File: config.mk
export PLATFORM = sky130hd
export DESIGN_NAME = cpu_ctl_core_flat
export DESIGN_NICKNAME = d
export VERILOG_FILES = /design/src/rtl/cpu_ctl_pkg.sv /design/src/rtl/cpu_ctl_if.sv /design/src/rtl/cpu_ctl_core.sv /design/src/flat_wrapper.sv
export SDC_FILE = /design/constraint.sdc
export NUM_CORES = 1
export LEC_CHECK = 0
export BUFFER_PORTS_ARGS = -buffer_cell sky130_fd_sc_hd__buf_2
export CAP_MARGIN = 15
export CORE_UTILIZATION = 56
export DETAILED_ROUTE_END_ITERATION = 6
export PLACE_DENSITY = 0.92
export SYNTH_ARGS = -nofsm -noshare
export SYNTH_HDL_FRONTEND = slang
export SYNTH_SLANG_ARGS = --single-unit
export TNS_END_PERCENT = 100
File: constraint.sdc
create_clock -name core_clk_i -period 2.4 [get_ports core_clk_i]
set_input_delay 0.6 -clock core_clk_i [delete_from_list [all_inputs] [get_ports core_clk_i]]
set_output_delay 0.6 -clock core_clk_i [all_outputs]
set_load 0.02 [all_outputs]
File: src/rtl/cpu_ctl_pkg.sv
// What this block does
// - nmi falls before the instruction's last-state clock
// - sample bus request at last machine state
// - float bus and strobes next edge
// - granted master then drives the bus
// - halt repeats nop states until interrupt
// - halt output low until interrupt; int exits
// - reset held at least three clocks
// - in reset buses float, controls inactive
// - two cycles after reset before processing
// - reset zeroes pc, first fetch at 0000H
// - stopped clock holds all state
// - stop clock low in t4 after halt
// - restored clock resumes where stopped
// - after halt power-down, interrupt or reset exits
// - grant asserted once bus is floating
// - bus request beats nonmaskable interrupt
// - nmi restarts at 0066H regardless of enable
// - reset clears enable, vector, refresh, mode zero
package cpu_ctl_pkg;
    localparam int ADDR_W = 16;
    localparam int DATA_W = 8;
    localparam logic [15:0] RESET_PC = 16'h0000;
    localparam logic [15:0] NMI_VECTOR = 16'h0066;
    localparam logic [15:0] INT_VECTOR = 16'h0038;
    localparam logic [2:0] STATES_PER_CYCLE = 3'h4;
    localparam logic [1:0] RESTART_CYCLES = 2'h2;
    localparam logic [1:0] RESET_MIN_CYCLES = 2'h3;
    localparam logic [1:0] RESET_IM = 2'h0;
    localparam logic [7:0] RESET_VEC_BASE = 8'h00;
    localparam logic [6:0] RESET_REFRESH = 7'h00;
endpackage

File: src/rtl/cpu_ctl_if.sv
`timescale 1ns/1ps
`default_nettype none
// pins between the core and an external master / interrupt sources
interface cpu_ctl_if;
    logic [15:0] addr_o;
    logic addr_oe;
    logic [7:0] data_o;
    logic [7:0] data_i;
    logic data_oe;
    logic memory_request_n;
    logic read_strobe_n;
    logic write_strobe_n;
    logic io_request_n;
    logic strobe_oe;
    logic [15:0] ext_addr;
    logic [7:0] ext_data;
    logic ext_data_oe;
    logic ext_strobe_oe;
    logic bus_request_n;
    logic bus_grant_n;
    logic halt_n;
    logic nonmaskable_irq_n;
    logic maskable_irq_n;
    logic reset_n;
    modport core (
        output addr_o, addr_oe, data_o, data_oe, memory_request_n,
        output read_strobe_n, write_strobe_n, io_request_n, strobe_oe,
        output bus_grant_n, halt_n,
        input data_i, bus_request_n, nonmaskable_irq_n, maskable_irq_n,
        input reset_n
    );
    modport master (
        output ext_addr, ext_data, ext_data_oe, ext_strobe_oe,
        output bus_request_n, nonmaskable_irq_n, maskable_irq_n, reset_n,
        input bus_grant_n, halt_n, addr_o, addr_oe, strobe_oe
    );
endinterface
`default_nettype wire

File: src/rtl/cpu_ctl_core.sv
`timescale 1ns/1ps
`default_nettype none
// sequencing model of the core: 4-state machine cycles, one per step
module cpu_ctl_core
    import cpu_ctl_pkg::*;
(
    input wire logic core_clk_i,
    input wire logic rst_i,
    cpu_ctl_if.core bus,
    input wire logic halt_op_i,
    input wire logic int_enable_set_i,
    output logic [15:0] pc_o,
    output logic nmi_taken_o,
    output logic running_o
);
    // one-hot sequencer modes
    typedef enum logic [3:0] {
        ST_RESET = 4'h1,
        ST_RESTART = 4'h2,
        ST_RUN = 4'h4,
        ST_GRANT = 4'h8
    } mode_t;
    // whole core state in one register, so a stopped clock freezes it
    typedef struct packed {
        mode_t mode;
        logic [1:0] tstate;
        logic [1:0] rcnt;
        logic [2:0] rst_sync;
        logic [2:0] req_sync;
        logic [2:0] nmi_sync;
        logic [2:0] int_sync;
        logic nmi_prev;
        logic req_prev;
        logic int_prev;
        logic nmi_pend;
        logic halted;
        logic ie;
        logic [1:0] im;
        logic [7:0] vec;
        logic [6:0] rfsh;
        logic [15:0] pc;
        logic nmi_taken;
    } state_t;
    state_t s;
    state_t next_s;
    logic in_reset;
    logic req_act;
    logic nmi_lvl;
    logic int_act;
    logic last_t;

    // a pin change counts once the second and third stages agree;
    // while they differ the last settled level is kept
    function automatic logic settled(
        input logic [2:0] sync,
        input logic held
    );
        settled = (sync[1] == sync[2]) ? sync[2] : held;
    endfunction

    // settled pin levels; a one-clock glitch never reaches the sequencer
    always_comb
    begin
        in_reset = !settled(s.rst_sync, s.mode != ST_RESET);
        req_act = !settled(s.req_sync, s.req_prev);
        nmi_lvl = settled(s.nmi_sync, s.nmi_prev);
        int_act = !settled(s.int_sync, s.int_prev);
        last_t = (s.tstate == 2'(STATES_PER_CYCLE - 3'h1));
    end

    // next state; a stopped clock simply freezes this register
    always_comb
    begin
        next_s = s;
        next_s.rst_sync = {s.rst_sync[1:0], bus.reset_n};
        next_s.req_sync = {s.req_sync[1:0], bus.bus_request_n};
        next_s.nmi_sync = {s.nmi_sync[1:0], bus.nonmaskable_irq_n};
        next_s.int_sync = {s.int_sync[1:0], bus.maskable_irq_n};
        next_s.nmi_prev = nmi_lvl;
        next_s.req_prev = !req_act;
        next_s.int_prev = !int_act;
        next_s.nmi_taken = 1'b0;
        // enable is a software pulse; taking an interrupt clears it below
        if (int_enable_set_i)
            next_s.ie = 1'b1;
        if (in_reset)
        begin
            // clear core state while reset stays low
            next_s.mode = ST_RESET;
            next_s.pc = RESET_PC;
            next_s.ie = 1'b0;
            next_s.im = RESET_IM;
            next_s.vec = RESET_VEC_BASE;
            next_s.rfsh = RESET_REFRESH;
            next_s.halted = 1'b0;
            next_s.nmi_pend = 1'b0;
            next_s.tstate = 2'h0;
            next_s.rcnt = 2'h0;
        end
        else
        begin
            unique case (s.mode)
                ST_RESET:
                begin
                    // pin has settled high; start the restart count
                    next_s.mode = ST_RESTART;
                    next_s.rcnt = 2'h1;
                end
                ST_RESTART:
                begin
                    // two internal cycles before processing
                    if (s.rcnt >= RESTART_CYCLES)
                        next_s.mode = ST_RUN;
                    else
                        next_s.rcnt = s.rcnt + 2'h1;
                end
                ST_RUN:
                begin
                    next_s.tstate = s.tstate + 2'h1;
                    // refresh counter steps once per machine cycle
                    if (last_t)
                        next_s.rfsh = s.rfsh + 7'h01;
                    if (last_t)
                    begin
                        next_s.tstate = 2'h0;
                        if (req_act)
                            // request wins over nmi; float next edge
                            next_s.mode = ST_GRANT;
                        else if (s.nmi_pend)
                        begin
                            // nmi ignores ie and leaves halt
                            next_s.pc = NMI_VECTOR;
                            next_s.ie = 1'b0;
                            next_s.halted = 1'b0;
                            next_s.nmi_pend = 1'b0;
                            next_s.nmi_taken = 1'b1;
                        end
                        else if (int_act && s.ie)
                        begin
                            // maskable interrupt also exits halt
                            next_s.pc = INT_VECTOR;
                            next_s.ie = 1'b0;
                            next_s.halted = 1'b0;
                        end
                        else if (s.halted)
                            next_s.pc = s.pc; // nop states while halted
                        else if (halt_op_i)
                            next_s.halted = 1'b1;
                        else
                            next_s.pc = s.pc + 16'h0001;
                    end
                end
                ST_GRANT:
                begin
                    // hold off bus until request removed
                    if (!req_act)
                        next_s.mode = ST_RUN;
                end
                default:
                    next_s.mode = ST_RESET;
            endcase
            // edge from the settled level, latched after the case so a
            // new edge in the cycle that takes the old one is kept
            if (s.nmi_prev && !nmi_lvl)
                next_s.nmi_pend = 1'b1;
        end
    end

    // synchronous reset; reset pin stage starts low, other pin stages at their idle levels
    always_ff @(posedge core_clk_i)
    begin
        if (rst_i)
        begin
            s <= '0;
            s.mode <= ST_RESET;
            s.rst_sync <= 3'h0;
            s.req_sync <= 3'h7;
            s.nmi_sync <= 3'h7;
            s.int_sync <= 3'h7;
            s.nmi_prev <= 1'b1;
            s.req_prev <= 1'b1;
            s.int_prev <= 1'b1;
        end
        else
            s <= next_s;
    end

    // bus drive; floats in reset and grant
    // limitation: no data phase is modelled, so data always floats
    always_comb
    begin
        bus.addr_o = s.pc;
        bus.addr_oe = (s.mode == ST_RUN) || (s.mode == ST_RESTART);
        bus.data_o = 8'h00;
        bus.data_oe = 1'b0;
        bus.strobe_oe = bus.addr_oe;
        bus.memory_request_n = !((s.mode == ST_RUN) && !last_t);
        bus.read_strobe_n = !((s.mode == ST_RUN) && s.tstate == 2'h1);
        bus.write_strobe_n = 1'b1;
        bus.io_request_n = 1'b1;
        bus.bus_grant_n = !(s.mode == ST_GRANT);
        bus.halt_n = !s.halted;
    end

    // status taps for the test side, straight from the state register
    assign pc_o = s.pc;
    assign nmi_taken_o = s.nmi_taken;
    assign running_o = (s.mode == ST_RUN);
endmodule
`default_nettype wire

File: src/flat_wrapper.sv
// flat-port wrapper written by rule: the top's interface ports become plain ports
module cpu_ctl_core_flat import cpu_ctl_pkg::*;
  (core_clk_i, rst_i, halt_op_i, int_enable_set_i, pc_o, nmi_taken_o, running_o, bus_addr_o, bus_addr_oe, bus_data_o, bus_data_oe, bus_memory_request_n, bus_read_strobe_n, bus_write_strobe_n, bus_io_request_n, bus_strobe_oe, bus_bus_grant_n, bus_halt_n, bus_data_i, bus_bus_request_n, bus_nonmaskable_irq_n, bus_maskable_irq_n, bus_reset_n);
  cpu_ctl_if bus_i ();
  input wire logic core_clk_i;
  input wire logic rst_i;
  input wire logic halt_op_i;
  input wire logic int_enable_set_i;
  output logic [15:0] pc_o;
  output logic nmi_taken_o;
  output logic running_o;
  output wire logic [$bits(bus_i.addr_o)-1:0] bus_addr_o;
  output wire logic [$bits(bus_i.addr_oe)-1:0] bus_addr_oe;
  output wire logic [$bits(bus_i.data_o)-1:0] bus_data_o;
  output wire logic [$bits(bus_i.data_oe)-1:0] bus_data_oe;
  output wire logic [$bits(bus_i.memory_request_n)-1:0] bus_memory_request_n;
  output wire logic [$bits(bus_i.read_strobe_n)-1:0] bus_read_strobe_n;
  output wire logic [$bits(bus_i.write_strobe_n)-1:0] bus_write_strobe_n;
  output wire logic [$bits(bus_i.io_request_n)-1:0] bus_io_request_n;
  output wire logic [$bits(bus_i.strobe_oe)-1:0] bus_strobe_oe;
  output wire logic [$bits(bus_i.bus_grant_n)-1:0] bus_bus_grant_n;
  output wire logic [$bits(bus_i.halt_n)-1:0] bus_halt_n;
  input wire logic [$bits(bus_i.data_i)-1:0] bus_data_i;
  input wire logic [$bits(bus_i.bus_request_n)-1:0] bus_bus_request_n;
  input wire logic [$bits(bus_i.nonmaskable_irq_n)-1:0] bus_nonmaskable_irq_n;
  input wire logic [$bits(bus_i.maskable_irq_n)-1:0] bus_maskable_irq_n;
  input wire logic [$bits(bus_i.reset_n)-1:0] bus_reset_n;
  assign bus_addr_o = bus_i.addr_o;
  assign bus_addr_oe = bus_i.addr_oe;
  assign bus_data_o = bus_i.data_o;
  assign bus_data_oe = bus_i.data_oe;
  assign bus_memory_request_n = bus_i.memory_request_n;
  assign bus_read_strobe_n = bus_i.read_strobe_n;
  assign bus_write_strobe_n = bus_i.write_strobe_n;
  assign bus_io_request_n = bus_i.io_request_n;
  assign bus_strobe_oe = bus_i.strobe_oe;
  assign bus_bus_grant_n = bus_i.bus_grant_n;
  assign bus_halt_n = bus_i.halt_n;
  assign bus_i.data_i = bus_data_i;
  assign bus_i.bus_request_n = bus_bus_request_n;
  assign bus_i.nonmaskable_irq_n = bus_nonmaskable_irq_n;
  assign bus_i.maskable_irq_n = bus_maskable_irq_n;
  assign bus_i.reset_n = bus_reset_n;
  cpu_ctl_core u_core (.core_clk_i(core_clk_i), .rst_i(rst_i), .bus(bus_i), .halt_op_i(halt_op_i), .int_enable_set_i(int_enable_set_i), .pc_o(pc_o), .nmi_taken_o(nmi_taken_o), .running_o(running_o));
endmodule
==> Word-level counts from Yosys, hierarchy flattened <==
Cells that the tools add are included.
Widths: inputs -> output; s select.
{ "classes": {"n_addsub": 3, "n_lt_le_gt_ge": 1, "n_eq_ne": 18, "mux": 26, "n_bitwise": 4, "n_reduce_logical": 23} }
{ "op_table": {"columns": ["op", "n"], "rows": [
  ["$mux 16", 4],
  ["$add 16x1->16 const B", 1],
  ["$pmux 4 s4", 1],
  ["$mux 4", 3],
  ["$mux 1", 11],
  ["$mux 3", 3],
  ["$reduce_bool 2->1", 4],
  ["$logic_not 1->1", 7],
  ["$mux 6", 1],
  ["$ne 2x1->1 const B", 3],
  ["$reduce_and 3->1", 2],
  ["$reduce_and 5->1", 1],
  ["$reduce_or 5->1", 1],
  ["$add 2x1->2 const B", 2],
  ["$eq 1x1->1", 4],
  ["$eq 4x1->1 const B", 1],
  ["$eq 4x2->1 const B", 1],
  ["$eq 4x3->1 const B", 1],
  ["$eq 4x4->1 const B", 1],
  ["$logic_and 1x1->1", 4],
  ["$mux 2", 2],
  ["$ne 2x2->1 const B", 2],
  ["$ne 4x1->1 const B", 1],
  ["$not 1->1", 4],
  ["other kinds (10)", 10]
]} }
{ "word_totals": {"regBits": 43, "in_bits": 16, "output_inout_bits": 51, "elab_cells": 90} }

==> Logic depth before layout (Yosys ltp) <==
{ "depth": {"depth_word": 10, "ltp_mapped": 7} }

==> Worst setup path before layout <==
OpenSTA, ideal clock, no wires.
{ "synth_timing": {"kind": "reg2out", "startpoint": "register u_core.s[58] (netlist bit)", "endpoint": "output port bus_strobe_oe", "arrival_ns": 1.312, "t_required_ns": 1.800, "slack_ns": 0.488, "path_stages_with_launch": 5, "path_cell_list": "dfxtp_1 buf_2 xnor2_1 nor3_1 buf_4"} }
{ "synth_via": {"elab_chain_cells": 2, "word_cells_on_any_way": 3, "cone_classes": "eq/ne: 2; reduce/logical: 1"} }
{ "synth_rtl": {"columns": ["element", "line", "source"], "rows": [
  ["start: declaration", "cpu_ctl_core.sv:44", "state_t s;"],
  ["start signal: assignment", "cpu_ctl_core.sv:185", "s <= next_s;"],
  ["$eq 4x3->1 or $eq 4x2->1 (tied branches)", "cpu_ctl_core.sv:193", "bus.addr_oe = (s.mode == ST_RUN) || (s.mode == ST_RESTART);"],
  ["$logic_or 1x1->1 (*)", "cpu_ctl_core.sv:193", null],
  ["end: declaration", "flat_wrapper.sv:20", "output wire logic [$bits(bus_i.strobe_oe)-1:0] bus_strobe_oe;"]
]} }
Every way passes the cells marked *; elsewhere a longest branch is shown, timed or not.

==> Worst setup path after layout <==
{ "layout_timing": {"startpoint": "register u_core.s[59] (netlist bit)", "endpoint": "output port bus_bus_grant_n"} }
{ "layout_via": {"elab_chain_cells": 2} }
{ "layout_rtl": {"columns": ["element", "line", "source"], "rows": [
  ["$eq 4x4->1", "cpu_ctl_core.sv:201", "bus.bus_grant_n = !(s.mode == ST_GRANT);"],
  ["$logic_not 1->1", "cpu_ctl_core.sv:201", null],
  ["end: declaration", "flat_wrapper.sv:21", "output wire logic [$bits(bus_i.bus_grant_n)-1:0] bus_bus_grant_n;"]
]} }
No other way between the ends.

==> out/results.txt <==
vias per inst - 5.65
pin count of the biggest net entering global routing - 27
max-slew violations - 0
Synth async-reset ratio - 0%
Seq cells post-synth - 43
worst path arrival time - 1.69 ns
Die Wd - 67.2 microns
Seq/Total Area, Yosys - 36.2%
Die Ht - 67.2 microns
worst min path class - reg2reg
CTS-repair resized insts - 0
worst-skew pair later-pin latency - 0.31 ns
fill count - 362
layout cells sized above 1 - 28.6%
Clock Path Buffers - 2
Relative slew margins - 60.5%
# hold bufs at CTS - 0
row count - 23
startpoint types - register
area leader, netlist - dfxtp_1
Post-Syn Area - 2380 sq um
Crit Path Category - reg2out
crit-path cells - or4b_2, buf_2
hpwl dp - 2.91 mm
IO buf count - 47
Primary FF master, synth - dfxtp_1
routability cong. - 0.822
setup TNS - 0 ns
final WL - 4.16 mm
die area - 4510 sq um
clock root buffer - clkbuf_8
period utilisation layout - 95.3%
clk sink count - 43
Core Region - 4030 sq um
Vias - 1843
final hold vios - 0
Critical Path RT - 1.80 ns
placed insts - 318
Hold WS - 0.413 ns
final setup vio count - 0
Final Non-Filler Cells - 326
total track usage - 20.9%
CP max FO - 8
Leakage - 0.926 nW
H-tree levels - 2
# diodes - 0
Least-Margin Pin Slew - 0.589 ns
Area growth syn-to-layout - 2.53%
initial core utilization - 59.0%
WL/cell - 12.8 microns
final core occ - 60.5%
max frequency - 437 MHz
Max-Cap Viols - 0
highest ir drop seen on vdd - 0.431 mV
Worst setup EP type - primary output
Nets - 295
post-synth top area share - 36.2%
I/O pin count - 67
first-pass GRT wire length - 7.19 mm
syn avg cell area - 8.88 sq um
Overflow after GRT - 0
Remaining DRCs - 0
PwrDens - 554 nW/um^2
Post-synth EDFFs - 0
Mapped Cells - 268
crit path max-delay cell type - or4b_2
Post-CTS Repair Setup Buffers - 0
post-layout min period - 2.29 ns
clk slew on worst S/H paths - 0.08 ns
status - finished clean
max incr delay on CP - 0.66 ns
Setup Skew - 0.00196 ns
synth warn - 0
initial antenna violation count - 0
vias in the first global route - 1566
CTS buffer count - 5
iteration count of the initial detailed-routing pass - 4
Antenna Nets Post-Route - 0
Synth area leaders - dfxtp_1, buf_4, or2_2
RSZ-0062 raised after global routing - false
1st-iter DRT viols - 120
CTS tree - done
post-synthesis cell type count - 53
[area by class of cell]
class                   instances  area [sq um]  share of cell area, %
clock buffers                   5          68.8                   2.82
flip-flops and latches         43           861                   35.3
multi-input cells             166          1110                   45.6
well taps                      50          62.6                   2.57
inverters                      10          37.5                   1.54
repair buffers                 49           250                   10.3
clock inverters                 3          47.5                   1.95
[power by group]
group | leakage (nW) | internal [mW] | switching, mW
clock network | 0.0587 | 0.315 | 0.271
registers | 0.349 | 0.721 | 0.00333
logic | 0.518 | 0.0123 | 0.0289
total | 0.926 | 1.05 | 0.303
[synthesized netlist by cell type (2+ instances only)]
| cell | instances |
|---|---|
| a2111oi_0 | 2 |
| a211o_1 | 4 |
| a211oi_1 | 7 |
| a21o_1 | 2 |
| a21oi_1 | 13 |
| a31oi_1 | 2 |
| and3_1 | 5 |
| and4_1 | 3 |
| buf_1 | 4 |
| buf_2 | 4 |
| buf_4 | 44 |
| buf_6 | 2 |
| clkbuf_1 | 4 |
| conb_1 | 2 |
| dfxtp_1 | 43 |
| ha_1 | 4 |
| inv_1 | 10 |
| mux2i_1 | 5 |
| nand2_1 | 9 |
| nand2b_1 | 2 |
| nand3_1 | 8 |
| nand4_1 | 4 |
| nor2_1 | 15 |
| nor2b_1 | 4 |
| nor3_1 | 6 |
| nor4_2 | 3 |
| o211ai_1 | 5 |
| o21a_1 | 2 |
| o21ai_0 | 8 |
| o21bai_1 | 2 |
| o221a_2 | 2 |
| o31ai_1 | 3 |
| o32ai_1 | 2 |
| or2_2 | 11 |
| or4_1 | 4 |
[layer usage]
layer	share of wire [%]	routed length, microns	track usage, %
met5	0	0	0
met2	46	1920	31.8
met4	1.1	46	10.9
met1	46	1910	27.3
met3	6.9	287	5.07
[critical path: cells and delay by family, from the launching register on]
kind,cells,cell delay (ns)
AND/OR/NAND/NOR,1,0.66
flip-flops,1,0.53
buffers and inverters,1,0.19
[path summary, 6_finish.rpt]
check	from	endpoint	cells after the start	slack [ns]
hold / removal	u_core.next_s[41]	u_core.next_s[42]	1	0.41
setup reg to reg	u_core.s[58]	u_core.bus.addr_o[7]	4	0.39
hold reg to reg	u_core.next_s[41]	u_core.next_s[42]	1	0.41
setup / recovery	u_core.s[59]	bus_bus_grant_n	2	0.11
[through the flow]
step,total power [mW],setup WS (ns),instance area (sq um)
floorplan,0.785,0.488,2410
global route,1.40,0.0255,2440
global placement,0.780,0.462,2320
detailed placement,0.781,0.442,2320
finish,1.35,0.113,2440
CTS,1.36,0.112,2440
[registers in the layout, indices dropped and copies added, names as in the netlist]
name	count
u_core.nmi_taken_o	1
u_core.next_s	8
u_core.bus.addr_o	16
u_core.s	18
[kinds of logic (layout without fill, tap and decap cells)]
family / count (synthesis) / in the layout / share of synthesized area, %
simple gates: 82 / 82 / 21.6
buf+inv: 68 / 67 / 18.5
compound gates: 60 / 60 / 17.5
flops: 43 / 43 / 36.2
fa+ha+maj: 6 / 6 / 3.00
mux: 5 / 5 / 2.10
other cells: 2 / 11 / 0.316
xor+xnor: 2 / 2 / 0.737
[cell usage in the layout (no fill, tap or decap), types with 2 or more instances in the layout]
cell / instances
a2111oi_0: 2
a211o_1: 4
a211oi_1: 7
a21o_1: 2
a21oi_1: 13
a31oi_1: 2
and3_1: 5
and4_1: 3
buf_2: 47
buf_4: 2
clkbuf_8: 5
conb_1: 11
dfxtp_1: 43
ha_1: 4
inv_1: 10
mux2i_1: 5
nand2_1: 9
nand2b_1: 2
nand3_1: 8
nand4_1: 4
nor2_1: 15
nor2b_1: 4
nor3_1: 6
nor4_2: 3
o211ai_1: 5
o21a_1: 2
o21ai_0: 8
o21bai_1: 2
o221a_2: 2
o31ai_1: 3
o32ai_1: 2
or2_2: 11
or4_1: 4
(Power assumes the default switching activity.)
